==> src/sfspi_pkg.sv <==
/*
 Constants and types for the serial flash front end.
 Assumes a core clock much faster than the serial clock it samples.
*/
// Summary of operation
// RL1: Select low makes the device active, select high deselects it into standby, never deep power-down.
// RL2: The output line floats whenever select is high.
// RL3: Input data is ignored while the device is deselected.
// RL4: A falling select starts an operation and a rising select ends it.
// RL5: A rising select after a program or erase keeps the device active until the internal cycle ends.
// RL6: Command, address and write bits are taken on each rising serial clock edge.
// RL7: Read data changes on each falling serial clock edge.
// RL8: The host sends command and address on the input line in single-line transfers, and write data too except in dual-input program.
// RL9: In dual-output read the input line turns output and two bits leave per falling edge.
// RL10: Clock modes 0 and 3 both work, so the clock may idle low or high while deselected.
// RL11: In dual-input program the output line turns input and two bits enter per rising edge.
// RL12: While pause is low, clock and input are ignored and the output floats, internal cycles go on.
// RL13: The host starts a pause only while selected with the clock low.
// RL14: Each operation starts with an eight-bit command sent most significant bit first, as are address and data.
package sfspi_pkg;
    localparam int CMD_BITS = 8;
    localparam int ADDR_BITS = 24;
    localparam logic [7:0] CMD_READ = 8'h03;
    localparam logic [7:0] CMD_READ_DUAL = 8'h3b;
    localparam logic [7:0] CMD_PROG = 8'h02;
    localparam logic [7:0] CMD_PROG_DUAL = 8'ha2;
    localparam logic [7:0] CMD_ERASE = 8'h20;
    localparam logic [4:0] CNT_RST = 5'h00;
    localparam logic [7:0] BYTE_RST = 8'h00;
    typedef enum logic [2:0] {sfspi_idle, sfspi_cmd, sfspi_addr, sfspi_rd, sfspi_wr, sfspi_skip} sfspi_state_t;
endpackage

==> src/sfspi_sync.sv <==
/*
 Two-flop synchroniser for one pin level.
 Assumes the pin is asynchronous to core_clk.
*/
module sfspi_sync #(
    parameter logic RST_VAL = 1'b0
) (
    // Clock and reset
    input wire logic core_clk,
    input wire logic rst_b,
    // Level
    input wire logic pin_in,
    output logic sync_out
);
    logic meta_reg;
    always_ff @(posedge core_clk or negedge rst_b) begin
        if (!rst_b) begin
            meta_reg <= RST_VAL;
            sync_out <= RST_VAL;
        end else begin
            meta_reg <= pin_in;
            sync_out <= meta_reg;
        end
    end
endmodule // sfspi_sync

==> src/sfspi_front_end.sv <==
/*
 Serial front end of a flash memory: framing, shifting, dual lanes, pause.
 Assumes the array side answers rd_data and the busy level of its internal cycle.
*/
module sfspi_front_end
    import sfspi_pkg::*;
(
    // Clock and reset
    input wire logic core_clk,
    input wire logic rst_b,
    // Serial pins
    input wire logic sel_b,
    input wire logic sclk,
    input wire logic pause_b,
    input wire logic serial_in_bidir_line_i,
    output logic serial_in_bidir_line_o,
    output logic serial_in_bidir_line_oe,
    input wire logic serial_out_bidir_line_i,
    output logic serial_out_bidir_line_o,
    output logic serial_out_bidir_line_oe,
    // Array side
    input wire logic [7:0] rd_data,
    input wire logic array_busy,
    output logic [7:0] cmd_reg,
    output logic [sfspi_pkg::ADDR_BITS-1:0] addr_reg,
    output logic addr_valid_reg,
    output logic rd_req_reg,
    output logic [7:0] wr_data_reg,
    output logic wr_strobe_reg,
    output logic op_end_reg,
    output logic active_reg
);
    import sfspi_pkg::*;

    logic sel_s, sclk_s, pause_s, si_s, so_s;
    logic sclk_d_reg, sel_d_reg;
    logic rise, fall, start, stop, run;
    sfspi_state_t state_reg;
    logic [4:0] cnt_reg;
    logic [7:0] sh_reg, out_reg;
    logic dual_reg;

    sfspi_sync #(.RST_VAL(1'b1)) u_sel (.core_clk(core_clk), .rst_b(rst_b), .pin_in(sel_b), .sync_out(sel_s));
    sfspi_sync #(.RST_VAL(1'b0)) u_sclk (.core_clk(core_clk), .rst_b(rst_b), .pin_in(sclk), .sync_out(sclk_s));
    sfspi_sync #(.RST_VAL(1'b1)) u_pause (.core_clk(core_clk), .rst_b(rst_b), .pin_in(pause_b), .sync_out(pause_s));
    sfspi_sync #(.RST_VAL(1'b0)) u_si (.core_clk(core_clk), .rst_b(rst_b),
        .pin_in(serial_in_bidir_line_i), .sync_out(si_s));
    sfspi_sync #(.RST_VAL(1'b0)) u_so (.core_clk(core_clk), .rst_b(rst_b),
        .pin_in(serial_out_bidir_line_i), .sync_out(so_s));

    // Edge finding; clock idle level is free, only edges inside a frame count
    always_ff @(posedge core_clk or negedge rst_b) begin
        if (!rst_b) begin
            sclk_d_reg <= 1'b0;
            sel_d_reg <= 1'b1;
        end else begin
            sclk_d_reg <= sclk_s; // RL10
            sel_d_reg <= sel_s;
        end
    end
    assign start = sel_d_reg && !sel_s; // RL4
    assign stop = !sel_d_reg && sel_s; // RL4
    assign run = !sel_s && !start && pause_s; // RL3 RL12
    assign rise = run && sclk_s && !sclk_d_reg; // RL6
    assign fall = run && !sclk_s && sclk_d_reg; // RL7

    function automatic logic is_write(input logic [7:0] c);
        return (c == CMD_PROG) || (c == CMD_PROG_DUAL);
    endfunction

    function automatic logic is_dual(input logic [7:0] c);
        return (c == CMD_READ_DUAL) || (c == CMD_PROG_DUAL);
    endfunction

    // Frame sequencer
    always_ff @(posedge core_clk or negedge rst_b) begin
        if (!rst_b) begin
            state_reg <= sfspi_idle;
            cnt_reg <= CNT_RST;
            sh_reg <= BYTE_RST;
            cmd_reg <= BYTE_RST;
            addr_reg <= '0;
            addr_valid_reg <= 1'b0;
            dual_reg <= 1'b0;
            wr_data_reg <= BYTE_RST;
            wr_strobe_reg <= 1'b0;
            rd_req_reg <= 1'b0;
        end else begin
            wr_strobe_reg <= 1'b0;
            rd_req_reg <= 1'b0;
            if (sel_s) begin
                state_reg <= sfspi_idle; // RL1
                dual_reg <= 1'b0;
                addr_valid_reg <= 1'b0;
            end else if (start) begin
                state_reg <= sfspi_cmd; // RL4
                cnt_reg <= CNT_RST;
            end else if (rise) begin
                unique case (state_reg)
                    sfspi_cmd: begin
                        sh_reg <= {sh_reg[6:0], si_s}; // RL14 RL8
                        cnt_reg <= cnt_reg + 5'h01;
                        if (cnt_reg == 5'(CMD_BITS - 1)) begin
                            cmd_reg <= {sh_reg[6:0], si_s};
                            cnt_reg <= CNT_RST;
                            state_reg <= sfspi_addr;
                        end
                    end
                    sfspi_addr: begin
                        addr_reg <= {addr_reg[ADDR_BITS-2:0], si_s}; // RL14
                        cnt_reg <= cnt_reg + 5'h01;
                        if (cnt_reg == 5'(ADDR_BITS - 1)) begin
                            cnt_reg <= CNT_RST;
                            addr_valid_reg <= 1'b1;
                            dual_reg <= is_dual(cmd_reg);
                            state_reg <= is_write(cmd_reg) ? sfspi_wr : sfspi_rd;
                            rd_req_reg <= !is_write(cmd_reg);
                        end
                    end
                    sfspi_wr: begin
                        if (dual_reg) begin
                            sh_reg <= {sh_reg[5:0], so_s, si_s}; // RL11
                            cnt_reg <= cnt_reg + 5'h02;
                        end else begin
                            sh_reg <= {sh_reg[6:0], si_s}; // RL6
                            cnt_reg <= cnt_reg + 5'h01;
                        end
                        if (cnt_reg == 5'h07 || (dual_reg && cnt_reg == 5'h06)) begin
                            wr_data_reg <= dual_reg ? {sh_reg[5:0], so_s, si_s} : {sh_reg[6:0], si_s};
                            wr_strobe_reg <= 1'b1;
                            cnt_reg <= CNT_RST;
                        end
                    end
                    sfspi_rd: begin
                        cnt_reg <= cnt_reg;
                    end
                    sfspi_idle, sfspi_skip: begin
                        state_reg <= state_reg;
                    end
                endcase
            end else if (fall && state_reg == sfspi_rd) begin
                cnt_reg <= cnt_reg + (dual_reg ? 5'h02 : 5'h01);
                if (cnt_reg == 5'h07 || (dual_reg && cnt_reg == 5'h06)) begin
                    cnt_reg <= CNT_RST;
                    rd_req_reg <= 1'b1;
                end
            end
        end
    end

    // Read shifter and output drivers
    always_ff @(posedge core_clk or negedge rst_b) begin
        if (!rst_b) begin
            out_reg <= BYTE_RST;
            serial_out_bidir_line_o <= 1'b0;
            serial_out_bidir_line_oe <= 1'b0;
            serial_in_bidir_line_o <= 1'b0;
            serial_in_bidir_line_oe <= 1'b0;
        end else begin
            serial_out_bidir_line_oe <= !sel_s && pause_s && state_reg == sfspi_rd; // RL2 RL12
            serial_in_bidir_line_oe <= !sel_s && pause_s && state_reg == sfspi_rd && dual_reg; // RL9
            if (fall && state_reg == sfspi_rd) begin
                if (cnt_reg == CNT_RST) begin
                    if (dual_reg) begin
                        serial_out_bidir_line_o <= rd_data[7]; // RL9
                        serial_in_bidir_line_o <= rd_data[6];
                        out_reg <= {rd_data[5:0], 2'b00};
                    end else begin
                        serial_out_bidir_line_o <= rd_data[7]; // RL7
                        out_reg <= {rd_data[6:0], 1'b0};
                    end
                end else if (dual_reg) begin
                    serial_out_bidir_line_o <= out_reg[7];
                    serial_in_bidir_line_o <= out_reg[6];
                    out_reg <= {out_reg[5:0], 2'b00};
                end else begin
                    serial_out_bidir_line_o <= out_reg[7];
                    out_reg <= {out_reg[6:0], 1'b0};
                end
            end
        end
    end

    // Activity: stays up across select release while an internal cycle runs
    always_ff @(posedge core_clk or negedge rst_b) begin
        if (!rst_b) begin
            active_reg <= 1'b0;
            op_end_reg <= 1'b0;
        end else begin
            op_end_reg <= stop; // RL4
            active_reg <= !sel_s || array_busy; // RL1 RL5
        end
    end
endmodule // sfspi_front_end

==> config.mk <==
export PLATFORM = sky130hd
export DESIGN_NAME = sfspi_front_end
export DESIGN_NICKNAME = d
export VERILOG_FILES = /design/src/sfspi_pkg.sv /design/src/sfspi_sync.sv /design/src/sfspi_front_end.sv
export SDC_FILE = /design/constraint.sdc
export NUM_CORES = 1
export LEC_CHECK = 0
export BUFFER_PORTS_ARGS = -buffer_cell sky130_fd_sc_hd__buf_2
export CORE_ASPECT_RATIO = 0.8
export CORE_UTILIZATION = 40
export CTS_CLUSTER_SIZE = 10
export DETAILED_ROUTE_END_ITERATION = 16
export SLEW_MARGIN = 25
export SYNTH_ARGS = -nofsm -noshare
export SYNTH_HDL_FRONTEND = slang
export SYNTH_HIERARCHICAL = 1
export SYNTH_SLANG_ARGS = --single-unit
==> constraint.sdc <==
create_clock -name core_clk -period 3.65 [get_ports core_clk]
set_input_delay 0.73 -clock core_clk [delete_from_list [all_inputs] [get_ports core_clk]]
set_output_delay 0.73 -clock core_clk [all_outputs]
set_load 0.05 [all_outputs]
==> results.py <==
metrics = {
    "clock_network": {
        "cts_max_level": 3,
        "clock_latency_ps": 340,
        "ctsHoldBuffers": 0,
        "clockBufferDepth": 2,
        "cts_setup_buffers": 0,
        "cts_root_buffer": "clkbuf_16",
        "cts-resized-gates": 0,
        "cts_tree": "built",
        "cts-buffers-inserted": 9,
        "cts_sinks": 84,
        "clk_pin_slew_ps": 60,
    },
    "floorplan": {
        "initial_core_util_pct": 41.4,
        "io_pins": 65,
        "dieHeight_um": 91.6,
        "core_area_um2": 9690,
        "fp-row-count": 32,
        "die_area_um2": 10400,
        "die_w_um": 114,
    },
    "placement": {
        "place_inst": 523,
        "globalplace.congestion": 0.865,
        "dpl_worst_slack_ps": 1080,
        "hpwl_um": 5850,
        "io_buffers": 64,
    },
    "routing": {
        "totalWireLength_um": 8420,
        "antenna_left": 0,
        "dr.pass1.iters": 4,
        "wire_per_inst_um": 15.6,
        "vias_per_cell": 5.20,
        "drc_errors": 0,
        "drt_iter0_markers": 164,
        "vias": 2804,
    },
    "global_routing": {
        "grt_pass1_wl_um": 14000,
        "overflow": 0,
        "grtUsageTotal_pct": 17.8,
        "grt_pass1_vias": 2701,
        "antenna_found_initial": 0,
        "grt_max_degree": 57,
    },
    "pwr": {
        "power_density_nw_per_um2": 497,
        "swShare_pct": 30.3,
        "seqPwrFrac_pct": 46.2,
        "p_switching_mw": 0.711,
        "pwr-share-clk_pct": 36.2,
        "p_comb_share_pct": 17.7,
        "power.leakage_nw": 2.32,
        "cell_internal_pwr_mw": 1.64,
        "peakVddDrop_mv": 0.293,
    },
    "setup_path": {
        "worstSetupEndpointType": "flip-flop",
        "critPathRequiredTime_ps": 3890,
        "startpoint_type": "flip-flop",
        "cp_slowest_stage_delay_ps": 720,
        "critPathArrivalTime_ps": 2830,
        "reg2regPathDepth": 5,
        "cp_max_fo": 10,
        "worstSetupPathType": "flip-flop to flip-flop",
        "r2r_slack_ps": 1060,
        "crit_chain": "ha_1, nand2_2, or3_4, or4_1, a2111oi_4",
        "crit_path_top_delay_cell": "or4_1",
        "reg2reg_to": "state_reg[1]$_DFFE_PN0P_",
        "reg2reg_from": "cnt_reg[1]$_DFFE_PN0P_",
    },
    "yosys": {
        "synth_nets": 361,
        "synth-seq-area-share_pct": 52.6,
        "synth_area_um2": 4010,
        "ys_seq_elements": 84,
        "synth_edf_count": 0,
        "ys_types": 60,
        "synthFlopType": "dfrtp_1",
        "postSynthAreaPerCell_um2": 11.9,
        "synth_cells": 337,
        "async_flop_share_pct": 100,
        "ys_warn_count": 6,
    },
    "final_layout": {
        "drive_gt1_share_pct": 35.7,
        "stdcell_count": 539,
        "final_util_pct": 48.8,
        "regArea_um2": 2110,
        "multiInputGateArea_um2": 1780,
        "fin_nets": 422,
        "diodes": 0,
        "area.growth.synth_to_final_pct": 17.8,
        "fill_cells": 903,
        "largest_reg_flops": 24,
    },
    "hold_path": {
        "hold_depth": 0,
        "min_to": "u_sclk/sync_out$_DFF_PN0_",
        "hp-class": "flip-flop to flip-flop",
        "hold_start": "u_sclk/meta_reg$_DFF_PN0_",
    },
    "flow_run": {
        "max_cap_viol_count": 0,
    },
    "sta": {
        "setup_viol": 0,
        "setup_tns_ps": 0,
        "hold_viol": 0,
        "fmax_mhz": 386,
        "hold_ws_ps": 348,
        "rsz0062_at_grt": "false",
        "min_period_ps": 2590,
        "maxSlewHeadroom_pct": 46.5,
        "worst_pin_slew_ps": 801,
        "skew_ps": 6.52,
        "drv_slew": 0,
        "fin_ws_ps": 1060,
        "period_share_pct": 71.0,
    },
    "outcome": {
        "outcome": "completed",
    },
}
per-stage QoR:
step	power, mW	instance area [um^2]
global placement	1.51	4450
CTS	2.37	4730
floorplan	1.38	4010
detailed placement	1.51	4450
global route	2.48	4730
finish	2.35	4730
cell usage in the layout, fill, tap and decap left out, types with 7 or more instances in the layout:
cell,netlist,layout
buf_4,2,7
inv_1,7,7
mux2_2,39,39
a21oi_1,25,25
nand3_1,7,7
ha_1,7,7
nor2_1,26,26
buf_2,11,63
clkbuf_16,0,9
nand2_1,17,17
dfrtp_1,79,79
mux2i_1,22,22
critical path: cells and delay by family (launching register included):
kind                     cells  cell delay [ps]
AND/OR/NAND/NOR              3             1210
flip-flops                   1              510
AO/OA/AOI/OAI                1              430
adder cells (fa/ha/maj)      1              350
power by group through the flow:
stage / Sequential (mW) / Clock (mW) / Combinational (mW)
after floorplan: 1.06 / 0 / 0.325
after global placement: 1.10 / 0 / 0.408
after detailed placement: 1.10 / 0 / 0.412
after CTS: 1.09 / 0.874 / 0.415
after global routing: 1.10 / 0.915 / 0.462
final: 1.08 / 0.849 / 0.415
worst max-delay path by stage:
stage | end | slack, ps | from
2_1_floorplan | state_reg[1]$_DFFE_PN0P_ | 1480 | cnt_reg[1]$_DFFE_PN0P_
3_3_place_gp | state_reg[1]$_DFFE_PN0P_ | 1130 | cnt_reg[1]$_DFFE_PN0P_
3_5_place_dp | state_reg[1]$_DFFE_PN0P_ | 1080 | cnt_reg[1]$_DFFE_PN0P_
4_1_cts | state_reg[1]$_DFFE_PN0P_ | 1050 | cnt_reg[1]$_DFFE_PN0P_
5_1_grt | state_reg[1]$_DFFE_PN0P_ | 930 | cnt_reg[1]$_DFFE_PN0P_
6_report | state_reg[1]$_DFFE_PN0P_ | 1060 | cnt_reg[1]$_DFFE_PN0P_
Yosys cell counts (6+ instances only):
master	n	area (um^2)
nand3_1	7	35.0
mux2_2	39	439
nand2_1	17	63.8
o21ai_0	6	30.0
nor2_1	26	97.6
a21oi_1	25	125
ha_1	7	87.6
dfrtp_1	79	1980
buf_2	11	55.1
mux2i_1	22	220
xnor2_1	6	52.6
inv_1	7	26.3
layer usage:
layer	vias up	global-route usage, %	share of wire, %
met3	8	6.81	6.3
met1	1378	25.8	51
met4	0	5.52	0.77
met5	-	0	0
li1	1335	-	-
met2	83	24.2	42
cells by family after synthesis:
group / after synthesis / synth area share, %
buf+inv: 27 / 3.24
xor+xnor: 6 / 1.31
mux: 63 / 17.6
fa+ha+maj: 8 / 2.68
compound gates: 60 / 10.3
flops: 84 / 52.6
simple gates: 89 / 12.4
layout make-up:
type                       count  area share, %
clock buffer                  10           4.85
clock inverter                 6          0.953
inverter                       7          0.556
multi-input combinational    226           37.6
sequential                    84           44.6
tap                          136           3.60
timing repair buffer          70           7.78
No activity file was read; power rests on OpenSTA's default activity.
